==> src/bbsd_pkg.sv <==
// Shared constants and types for the branch / bit-set / bit-test decode block.
// Assumes one 25 MHz core clock; four core clocks make one instruction cycle.
package bbsd_pkg;

  // ----------------------------------------------------------------
  // Widths
  // ----------------------------------------------------------------
  localparam int PC_W = 21;
  localparam int ADDR_W = 12;
  localparam int INSTR_W = 16;

  // ----------------------------------------------------------------
  // Opcode prefixes (instruction bits 15:12)
  // ----------------------------------------------------------------
  localparam logic [3:0] OPC_RELATIVE_JUMP = 4'hd;
  localparam logic [3:0] OPC_BIT_FORCE_ONE = 4'h8;
  localparam logic [3:0] OPC_TEST_SKIP_ZERO = 4'hb;
  localparam logic [3:0] OPC_TEST_SKIP_ONE = 4'ha;
  localparam logic JUMP_FIXED_BIT = 1'b0;

  // ----------------------------------------------------------------
  // Field positions
  // ----------------------------------------------------------------
  localparam int OPC_MSB = 15;
  localparam int OPC_LSB = 12;
  localparam int JUMP_FIX_POS = 11;
  localparam int JUMP_OFS_MSB = 10;
  localparam int BIT_MSB = 11;
  localparam int BIT_LSB = 9;
  localparam int ACC_POS = 8;
  localparam int FILE_MSB = 7;

  // ----------------------------------------------------------------
  // Addressing
  // ----------------------------------------------------------------
  localparam logic [7:0] ACCESS_LOW_LIMIT = 8'h5f;
  localparam logic [3:0] ACCESS_LOW_BANK = 4'h0;
  localparam logic [3:0] ACCESS_HIGH_BANK = 4'hf;

  // ----------------------------------------------------------------
  // Reset values and timing
  // ----------------------------------------------------------------
  localparam logic [PC_W-1:0] PC_RESET = 21'h000000;
  localparam logic [PC_W-1:0] PC_STEP = 21'h000002;
  localparam logic [INSTR_W-1:0] IR_RESET = 16'h0000;
  localparam logic [1:0] FLUSH_RESET = 2'h1;
  localparam logic [1:0] FLUSH_ONE = 2'h1;
  localparam logic [1:0] FLUSH_TWO = 2'h2;
  localparam int CLKS_PER_ICYCLE = 4;

  typedef enum logic [1:0] {PH_Q1, PH_Q2, PH_Q3, PH_Q4} bbsd_phase_t;
  typedef enum logic [1:0] {AM_ACCESS, AM_BANKED, AM_INDEXED} bbsd_amode_t;
  typedef enum logic [2:0] {OP_NONE, OP_JUMP, OP_FORCE, OP_SKIP_ZERO, OP_SKIP_ONE} bbsd_op_t;

endpackage

==> src/bbsd_addr_if.sv <==
// Carrier between the decoder and its operand address former.
// Assumes both ends sit in the same clock domain; purely combinational.
`timescale 1ns/1ps
interface bbsd_addr_if;
  logic [7:0] file_lit;
  logic acc_flag;
  logic [3:0] bank_sel;
  logic ext_en;
  logic [bbsd_pkg::ADDR_W-1:0] index_base;
  logic [bbsd_pkg::ADDR_W-1:0] addr;
  bbsd_pkg::bbsd_amode_t mode;

  modport former (
    input file_lit,
    input acc_flag,
    input bank_sel,
    input ext_en,
    input index_base,
    output addr,
    output mode
  );

  modport user (
    output file_lit,
    output acc_flag,
    output bank_sel,
    output ext_en,
    output index_base,
    input addr,
    input mode
  );
endinterface

==> src/bbsd_addr_former.sv <==
// Operand address former for the bit-oriented instructions.
// Assumes the index base and bank pointer are stable during decode.
`timescale 1ns/1ps
module bbsd_addr_former (
  // Operand fields in, file address out
  bbsd_addr_if.former p
);

  // ----------------------------------------------------------------
  // Mode and address selection
  // ----------------------------------------------------------------
  always_comb begin
    if (p.acc_flag) begin
      p.mode = bbsd_pkg::AM_BANKED;
      p.addr = {p.bank_sel, p.file_lit};
    end else if (p.ext_en && (p.file_lit <= bbsd_pkg::ACCESS_LOW_LIMIT)) begin
      p.mode = bbsd_pkg::AM_INDEXED;
      // Wraps within the data space; no carry out
      p.addr = p.index_base + {4'h0, p.file_lit};
    end else begin
      p.mode = bbsd_pkg::AM_ACCESS;
      // Low part maps to bank 0, high part to the special bank
      if (p.file_lit <= bbsd_pkg::ACCESS_LOW_LIMIT) begin
        p.addr = {bbsd_pkg::ACCESS_LOW_BANK, p.file_lit};
      end else begin
        p.addr = {bbsd_pkg::ACCESS_HIGH_BANK, p.file_lit};
      end
    end
  end

endmodule // bbsd_addr_former

==> src/bbsd_core.sv <==
// Decode and execute of relative jump, bit force-one and two bit-test skips.
// Assumes the fetched word at pc is valid at Q4 and the file memory reads combinationally.
//
// What this block does
// - Relative jump: prefix 1101, then 0, then 11-bit signed offset.
// - Jump target is incremented PC plus twice the signed offset.
// - Relative jump always takes two cycles; second cycle is a no-operation.
// - Prefix 1000 sets chosen bit of addressed register; flags untouched.
// - Access flag zero selects the access bank.
// - Access flag one takes upper address bits from bank pointer.
// - Extended set, flag zero, address at most 5Fh: indexed literal offset.
// - Prefix 1011 skips next instruction when the tested bit is zero.
// - Prefix 1010 skips next instruction when the tested bit is one.
// - Taken skip discards fetched instruction, runs a no-operation; two cycles.
// - Skipping a two-word instruction takes three cycles in total.
`timescale 1ns/1ps
module bbsd_core (
  // Clock and reset
  input wire logic core_clk,
  input wire logic resetn,
  // Program fetch
  input wire logic [15:0] fetch_word,
  input wire logic fetch_two_word,
  output logic fetch_strobe,
  output logic [20:0] pc,
  // File register access
  output logic [11:0] file_addr,
  output logic file_rd,
  input wire logic [7:0] file_rdata,
  output logic file_wr,
  output logic [7:0] file_wdata,
  // Addressing controls
  input wire logic [3:0] bank_select_pointer,
  input wire logic ext_set_en,
  input wire logic [11:0] index_base,
  // Status
  output logic status_we,
  output logic flush_active,
  output logic op_unhandled
);

  // ----------------------------------------------------------------
  // Instruction cycle phases
  // ----------------------------------------------------------------
  bbsd_pkg::bbsd_phase_t phase_q;
  logic q4;

  always_ff @(posedge core_clk) begin
    if (!resetn) begin
      phase_q <= bbsd_pkg::PH_Q1;
    end else begin
      case (phase_q)
        bbsd_pkg::PH_Q1: phase_q <= bbsd_pkg::PH_Q2;
        bbsd_pkg::PH_Q2: phase_q <= bbsd_pkg::PH_Q3;
        bbsd_pkg::PH_Q3: phase_q <= bbsd_pkg::PH_Q4;
        bbsd_pkg::PH_Q4: phase_q <= bbsd_pkg::PH_Q1;
        default: phase_q <= bbsd_pkg::PH_Q1;
      endcase
    end
  end

  assign q4 = (phase_q == bbsd_pkg::PH_Q4);

  // ----------------------------------------------------------------
  // Decode
  // ----------------------------------------------------------------
  logic [15:0] ir_q;
  logic [1:0] flush_cnt_q;
  logic flushing;
  bbsd_pkg::bbsd_op_t dec_op;
  bbsd_pkg::bbsd_op_t exec_op;
  logic [20:0] jump_ofs;

  always_comb begin
    case (ir_q[bbsd_pkg::OPC_MSB:bbsd_pkg::OPC_LSB])
      bbsd_pkg::OPC_RELATIVE_JUMP: begin
        if (ir_q[bbsd_pkg::JUMP_FIX_POS] == bbsd_pkg::JUMP_FIXED_BIT) begin
          dec_op = bbsd_pkg::OP_JUMP;
        end else begin
          dec_op = bbsd_pkg::OP_NONE;
        end
      end
      bbsd_pkg::OPC_BIT_FORCE_ONE: dec_op = bbsd_pkg::OP_FORCE;
      bbsd_pkg::OPC_TEST_SKIP_ZERO: dec_op = bbsd_pkg::OP_SKIP_ZERO;
      bbsd_pkg::OPC_TEST_SKIP_ONE: dec_op = bbsd_pkg::OP_SKIP_ONE;
      default: dec_op = bbsd_pkg::OP_NONE;
    endcase
  end

  // A discarded word executes as a no-operation
  assign flushing = (flush_cnt_q != 2'h0);
  assign exec_op = flushing ? bbsd_pkg::OP_NONE : dec_op;

  // Offset doubled and sign-extended to the PC width
  assign jump_ofs = {{9{ir_q[bbsd_pkg::JUMP_OFS_MSB]}}, ir_q[bbsd_pkg::JUMP_OFS_MSB:0], 1'b0};

  // ----------------------------------------------------------------
  // Operand address
  // ----------------------------------------------------------------
  bbsd_addr_if af ();

  assign af.file_lit = ir_q[bbsd_pkg::FILE_MSB:0];
  assign af.acc_flag = ir_q[bbsd_pkg::ACC_POS];
  assign af.bank_sel = bank_select_pointer;
  assign af.ext_en = ext_set_en;
  assign af.index_base = index_base;

  bbsd_addr_former u_addr (
    .p(af.former)
  );

  // ----------------------------------------------------------------
  // Bit datapath
  // ----------------------------------------------------------------
  logic is_bit_op;
  logic [11:0] file_addr_q;
  logic [2:0] bit_sel_q;
  logic [7:0] rdata_q;
  logic [7:0] wdata_q;
  logic bit_val_q;
  logic skip_take;

  assign is_bit_op = (exec_op == bbsd_pkg::OP_FORCE) || (exec_op == bbsd_pkg::OP_SKIP_ZERO)
                     || (exec_op == bbsd_pkg::OP_SKIP_ONE);

  // Q1: decode, latch address and bit index
  always_ff @(posedge core_clk) begin
    if (!resetn) begin
      file_addr_q <= 12'h000;
      bit_sel_q <= 3'h0;
    end else if (phase_q == bbsd_pkg::PH_Q1) begin
      file_addr_q <= af.addr;
      bit_sel_q <= ir_q[bbsd_pkg::BIT_MSB:bbsd_pkg::BIT_LSB];
    end
  end

  // Q2: read register
  always_ff @(posedge core_clk) begin
    if (!resetn) begin
      rdata_q <= 8'h00;
    end else if (file_rd) begin
      rdata_q <= file_rdata;
    end
  end

  // Q3: process data
  always_ff @(posedge core_clk) begin
    if (!resetn) begin
      wdata_q <= 8'h00;
      bit_val_q <= 1'b0;
    end else if (phase_q == bbsd_pkg::PH_Q3) begin
      wdata_q <= rdata_q | (8'h01 << bit_sel_q);
      bit_val_q <= rdata_q[bit_sel_q];
    end
  end

  assign file_rd = (phase_q == bbsd_pkg::PH_Q2) && is_bit_op;
  // Q4: write back; only the force instruction writes
  assign file_wr = q4 && (exec_op == bbsd_pkg::OP_FORCE);

  assign skip_take = ((exec_op == bbsd_pkg::OP_SKIP_ZERO) && !bit_val_q)
                     || ((exec_op == bbsd_pkg::OP_SKIP_ONE) && bit_val_q);

  // ----------------------------------------------------------------
  // Pipeline: instruction register, flush count, program counter
  // ----------------------------------------------------------------
  // Reset contents of the instruction register are never executed
  always_ff @(posedge core_clk) begin
    if (!resetn) begin
      ir_q <= bbsd_pkg::IR_RESET;
    end else if (q4) begin
      ir_q <= fetch_word;
    end
  end

  always_ff @(posedge core_clk) begin
    if (!resetn) begin
      flush_cnt_q <= bbsd_pkg::FLUSH_RESET;
    end else if (q4) begin
      if (exec_op == bbsd_pkg::OP_JUMP) begin
        flush_cnt_q <= bbsd_pkg::FLUSH_ONE;
      end else if (skip_take && fetch_two_word) begin
        // Both words of the skipped instruction are discarded
        flush_cnt_q <= bbsd_pkg::FLUSH_TWO;
      end else if (skip_take) begin
        flush_cnt_q <= bbsd_pkg::FLUSH_ONE;
      end else if (flushing) begin
        flush_cnt_q <= flush_cnt_q - 2'h1;
      end
    end
  end

  logic [20:0] pc_q_reg;

  always_ff @(posedge core_clk) begin
    if (!resetn) begin
      pc_q_reg <= bbsd_pkg::PC_RESET;
    end else if (q4) begin
      if (exec_op == bbsd_pkg::OP_JUMP) begin
        // pc already points past the jump, so this gives PC + 2 + 2n
        pc_q_reg <= pc_q_reg + jump_ofs;
      end else begin
        pc_q_reg <= pc_q_reg + bbsd_pkg::PC_STEP;
      end
    end
  end

  // Unknown opcodes belong to other decoders; flagged once per cycle
  logic op_unhandled_q;

  always_ff @(posedge core_clk) begin
    if (!resetn) begin
      op_unhandled_q <= 1'b0;
    end else begin
      op_unhandled_q <= q4 && !flushing && (dec_op == bbsd_pkg::OP_NONE);
    end
  end

  // ----------------------------------------------------------------
  // Outputs
  // ----------------------------------------------------------------
  // No instruction here ever writes the arithmetic flags
  logic status_we_q;

  always_ff @(posedge core_clk) begin
    if (!resetn) begin
      status_we_q <= 1'b0;
    end else begin
      status_we_q <= 1'b0;
    end
  end

  assign pc = pc_q_reg;
  assign fetch_strobe = q4;
  assign file_addr = file_addr_q;
  assign file_wdata = wdata_q;
  assign status_we = status_we_q;
  assign flush_active = flushing;
  assign op_unhandled = op_unhandled_q;

  // ----------------------------------------------------------------
  // Assertions
  // ----------------------------------------------------------------
  AST_JUMP_DECODE: assert property (@(posedge core_clk) disable iff (!resetn)
    (!flushing && ir_q[15:11] == 5'b11010) |-> exec_op == bbsd_pkg::OP_JUMP)
    else $error("relative jump opcode not decoded");

  AST_JUMP_TARGET: assert property (@(posedge core_clk) disable iff (!resetn)
    (q4 && exec_op == bbsd_pkg::OP_JUMP) |=> pc == $past(pc) + $past(jump_ofs))
    else $error("jump target is not pc plus twice the offset");

  AST_JUMP_TWO_CYCLES: assert property (@(posedge core_clk) disable iff (!resetn)
    (q4 && exec_op == bbsd_pkg::OP_JUMP) |=> flushing [*4] ##1 !flushing)
    else $error("jump did not spend exactly one no-operation cycle");

  AST_FORCE_WRITE: assert property (@(posedge core_clk) disable iff (!resetn)
    (phase_q == bbsd_pkg::PH_Q2 && exec_op == bbsd_pkg::OP_FORCE)
    |=> ##1 (file_wr && file_wdata == ($past(file_rdata, 2) | (8'h01 << bit_sel_q))))
    else $error("bit force did not write the read value with the bit set");

  AST_ACCESS_BANK: assert property (@(posedge core_clk) disable iff (!resetn)
    (!af.acc_flag && !(ext_set_en && af.file_lit <= 8'h5f))
    |-> af.addr == ((af.file_lit <= 8'h5f) ? {4'h0, af.file_lit} : {4'hf, af.file_lit}))
    else $error("access bank address wrong");

  AST_BANKED: assert property (@(posedge core_clk) disable iff (!resetn)
    af.acc_flag |-> af.addr == {bank_select_pointer, af.file_lit})
    else $error("banked address does not use the bank pointer");

  AST_INDEXED: assert property (@(posedge core_clk) disable iff (!resetn)
    (!af.acc_flag && ext_set_en && af.file_lit <= 8'h5f)
    |-> (af.mode == bbsd_pkg::AM_INDEXED && af.addr == index_base + {4'h0, af.file_lit}))
    else $error("indexed literal offset address wrong");

  AST_SKIP_ZERO: assert property (@(posedge core_clk) disable iff (!resetn)
    (q4 && exec_op == bbsd_pkg::OP_SKIP_ZERO && !bit_val_q) |=> flushing)
    else $error("skip on zero not taken");

  AST_SKIP_ONE: assert property (@(posedge core_clk) disable iff (!resetn)
    (q4 && exec_op == bbsd_pkg::OP_SKIP_ONE) |=> (flushing == $past(bit_val_q)))
    else $error("skip on one taken wrongly");

  AST_SKIP_NOP: assert property (@(posedge core_clk) disable iff (!resetn)
    flushing |-> (!file_wr && !file_rd && exec_op == bbsd_pkg::OP_NONE))
    else $error("discarded instruction had an effect");

  AST_SKIP_TWO_WORD: assert property (@(posedge core_clk) disable iff (!resetn)
    (q4 && skip_take && fetch_two_word) |=> flushing [*8])
    else $error("skip over two-word instruction not three cycles");

  AST_FORCE_Q4_ONLY: assert property (@(posedge core_clk) disable iff (!resetn)
    file_wr |-> (q4 && $past(phase_q == bbsd_pkg::PH_Q3)))
    else $error("write back outside the final phase");

  AST_FLAGS_KEPT: assert property (@(posedge core_clk) disable iff (!resetn)
    (exec_op != bbsd_pkg::OP_NONE) |=> !status_we)
    else $error("status flags written");

endmodule // bbsd_core

==> config.mk <==
export PLATFORM = sky130hd
export DESIGN_NAME = bbsd_core
export DESIGN_NICKNAME = d
export VERILOG_FILES = /design/src/bbsd_pkg.sv /design/src/bbsd_addr_if.sv /design/src/bbsd_addr_former.sv /design/src/bbsd_core.sv
export SDC_FILE = /design/constraint.sdc
export NUM_CORES = 1
export LEC_CHECK = 0
export ABC_AREA = 0
export BUFFER_PORTS_ARGS = -buffer_cell sky130_fd_sc_hd__clkbuf_2
export CAP_MARGIN = 15
export CORE_MARGIN = 2
export CORE_UTILIZATION = 44
export DETAILED_ROUTE_END_ITERATION = 6
export PLACE_DENSITY = 0.72
export SLEW_MARGIN = 20
export SYNTH_ARGS = -nofsm -noshare
export SYNTH_HDL_FRONTEND = slang
export SYNTH_SLANG_ARGS = --single-unit
==> constraint.sdc <==
create_clock -name core_clk -period 8.83 [get_ports core_clk]
set_input_delay 1.766 -clock core_clk [delete_from_list [all_inputs] [get_ports core_clk]]
set_output_delay 1.766 -clock core_clk [all_outputs]
set_load 0.05 [all_outputs]
==> run_results.csv <==
group,metric,value,unit
logic_synthesis,synth_edf_count,0,
setup_path,worstSetupPathType,"reg -> out",
layout,diodes,0,
clock_tree,cts_htree_levels,3,
placed_design,placed_cell_area,4796,µm²
setup_path,cp_cell_sequence,"ha_2 > o21ai_0 > nor4b_1 > clkbuf_2",
floorplan,die_h,103.2,µm
timing,setup_ws,4513,ps
floorplan,io_pins,91,
global_routing,grt_pass1_vias,3674,
global_routing,grt_pass1_wl,16990,µm
global_routing,grt.overflow.total,0,
placed_design,dp_hpwl,7487,µm
setup_path,crit_path_end_kind,"primary output",
route,post_drt_wl_per_cell,14.17,µm
floorplan,start_util,44.73,%
floorplan,dieArea,10650,µm²
clock_tree,clkSinkCount,73,
placed_design,pre_cts_ws,4888,ps
timing,rsz0062_at_grt,"no",
clock_tree,cts_buffer_depth,2,
placed_design,io_buffers,88,
layout,area_delta_synth_final,15.51,%
route,vias,3881,
logic_synthesis,synthArstFlopShare,0,%
logic_synthesis,syn-cell-area,4332,µm²
logic_synthesis,yosysUniqueCellTypes,62,
logic_synthesis,ys_seq_elements,73,
floorplan,core,9684,µm²
setup_path,crit_path_start,"phase_q[0]",
setup_path,reg2reg_from,"flush_cnt_q[0]",
timing,hold_violations,0,
timing,fmax,231.6,MHz
run,drv_cap,0,
layout,fin_util,51.67,%
setup_path,crit_buf_inv,1,
clock_tree,cts-buffers-inserted,9,
setup_path,cp_max_fo,40,
logic_synthesis,synth_top_area_share,33.74,%
setup_path,worstPathRequired,7060,ps
status,outcome,"finished clean",
layout,finish.instance_area,5004,µm²
setup_path,cp_slowest_cell,"ha_2",
timing,fin_crit_sh,48.89,%
setup_path,critical-path-top-delay-family,"adder cells",
clock_tree,tritoncts,"built",
logic_synthesis,yosysMostFrequentCell,"dfxtp_1",
layout,nets,648,
logic_synthesis,yosysSeqAreaShare,33.74,%
route,dr.pass1.iters,5,
logic_synthesis,synthTopCellsByArea,"dfxtp_1 (34%), mux2i_1 (9.7%), ha_1 (6.9%), a21oi_1 (4.9%), nand2_1 (4.0%)",
placed_design,place_congestion,0.9188,
logic_synthesis,ys_warn_count,0,
timing,worst_pin_slew,988.4,ps
power,p_per_area,196.6,nW/µm²
placed_design,place_inst,700,
timing,period_needed,4317,ps
route,drcViolationCount,0,
setup_path,start_kind,"flop",
layout,layout-drive-gt1-share,20.24,%
global_routing,antenna_found_initial,0,
timing,final.setup.tns,0,ps
clock_tree,cts.clk_slew.worst_paths,90,ps
timing,slew_headroom,34.11,%
clock_tree,postCtsHoldBufs,0,
logic_synthesis,synth_top_area_cell,"dfxtp_1",
timing,clock_skew,10.06,ps
power,peakVddDrop,0.0001387,V
global_routing,grtUsageTotal,20.14,%
route,drt_iter0_drc,126,
clock_tree,clock_latency,350,ps
worst_hold_path,worstHoldStart,"rdata_q[2]",
setup_path,cp.arrival,2550,ps
logic_synthesis,synth_ff_type,"dfxtp_1",
clock_tree,root_buffer,"clkbuf_8",
timing,setup_viol,0,
power,p_leak,0.002188,µW
route,drt_wl_total,10150,µm
floorplan,rows,36,
timing,report.final.slew_viol_count,0,
worst_hold_path,hp-class,"reg -> reg",
floorplan,fp.dieW,103.2,µm
logic_synthesis,syn-instance-count,507,
route,via_per_inst,5.420,
global_routing,grt_max_degree,41,
layout,final_cell_count_no_fill,716,
clock_tree,post_cts_buffers,0,
setup_path,cpPeakStageDelay,860,ps
logic_synthesis,syn_avg_cell_area,8.544,µm²
clock_tree,ctsResizeCount,0,
route,postRouteAntennaNets,0,
logic_synthesis,yosys-top-cells-count,"dfxtp_1 (73), nand2_1 (46), nor2_1 (45)",
==> metal layers <==
metal	track usage [%]	up-vias	share of wire (%)
met5	0	-	0
met4	6.478	0	1.2
met3	3.427	10	5.0
met2	34.02	101	48
met1	26.29	1808	46
li1	-	1962	-
==> where the power goes <==
part | total, µW | switching [µW] | internal (µW)
Clock | 281 | 144 | 137
Sequential | 396 | 27.5 | 368
Combinational | 307 | 214 | 93.0
==> state kept, by name, summed over array words and instances (netlist names) <==
signal	flops
pc	20
ir_q	16
file_addr	12
file_wdata	8
rdata_q	8
bit_sel_q	3
flush_cnt_q	2
phase_q	2
bit_val_q	1
op_unhandled	1
==> kinds of logic after synthesis <==
group | count (synthesis) | synth area share (%)
muxes | 44 | 10.75
DFF | 73 | 33.74
and+or+nand+nor | 166 | 19.53
AOI/OAI and AO/OA | 132 | 19.44
adders and majority gates | 26 | 7.857
buffers and inverters | 48 | 5.170
xor gates and xnor gates | 17 | 3.437
other | 1 | 0.08657
==> worst register-to-register path: cells and delay by family (launching register included) <==
| kind | cells | cell delay (ps) |
|---|---|---|
| AND/OR/NAND/NOR | 4 | 1020 |
| adder cells (fa/ha/maj) | 3 | 950 |
| AO/OA/AOI/OAI | 3 | 900 |
| buffers and inverters | 1 | 90 |
| multiplexers | 1 | 280 |
| XOR/XNOR | 1 | 160 |
| flip-flops | 1 | 320 |
==> cell type report <==
class | count | area [µm²]
Fill cell | 947 | 4681
Clock inverter | 7 | 83.83
Sequential cell | 73 | 1461
Multi-Input combinational cell | 387 | 2653
Timing Repair Buffer | 89 | 447.9
Tap cell | 133 | 166.4
Inverter | 18 | 67.56
Clock buffer | 9 | 123.9
==> path summary, 6_finish.rpt <==
path / endpoint / cells past startpoint / slack (ps)
worst max-delay path: file_wr / 4 / 4510
worst min-delay path: rdata_q[2] / 2 / 480
worst max register to register: pc[15] / 13 / 5010
worst min register to register: rdata_q[2] / 2 / 480
==> cell usage in the layout, fill, tap and decap left out, types with 4 or more instances in the layout <==
master / instances
o21ai_0: 32
a211oi_1: 6
ha_1: 23
a31oi_1: 10
xnor2_1: 11
clkbuf_8: 9
mux2i_1: 42
nand4_1: 5
nor2b_1: 5
o21a_1: 4
nand3b_1: 4
nor3_1: 8
inv_6: 4
o211ai_1: 7
inv_1: 17
xor2_1: 6
a21oi_1: 42
nand2_1: 46
nand3_1: 5
a21o_1: 6
nor2_1: 45
dfxtp_1: 73
nand2b_1: 9
clkbuf_2: 88
and3_1: 11
and2_1: 5
==> metrics by stage <==
stage          hold WS (ps)  power [µW]
6_report              477.2       983.5
2_1_floorplan         443.4       641.5
3_5_place_dp          462.0       711.2
4_1_cts               475.5       995.0
5_1_grt               505.2        1041
3_3_place_gp          459.1       703.1
(Power assumes the default switching activity.)
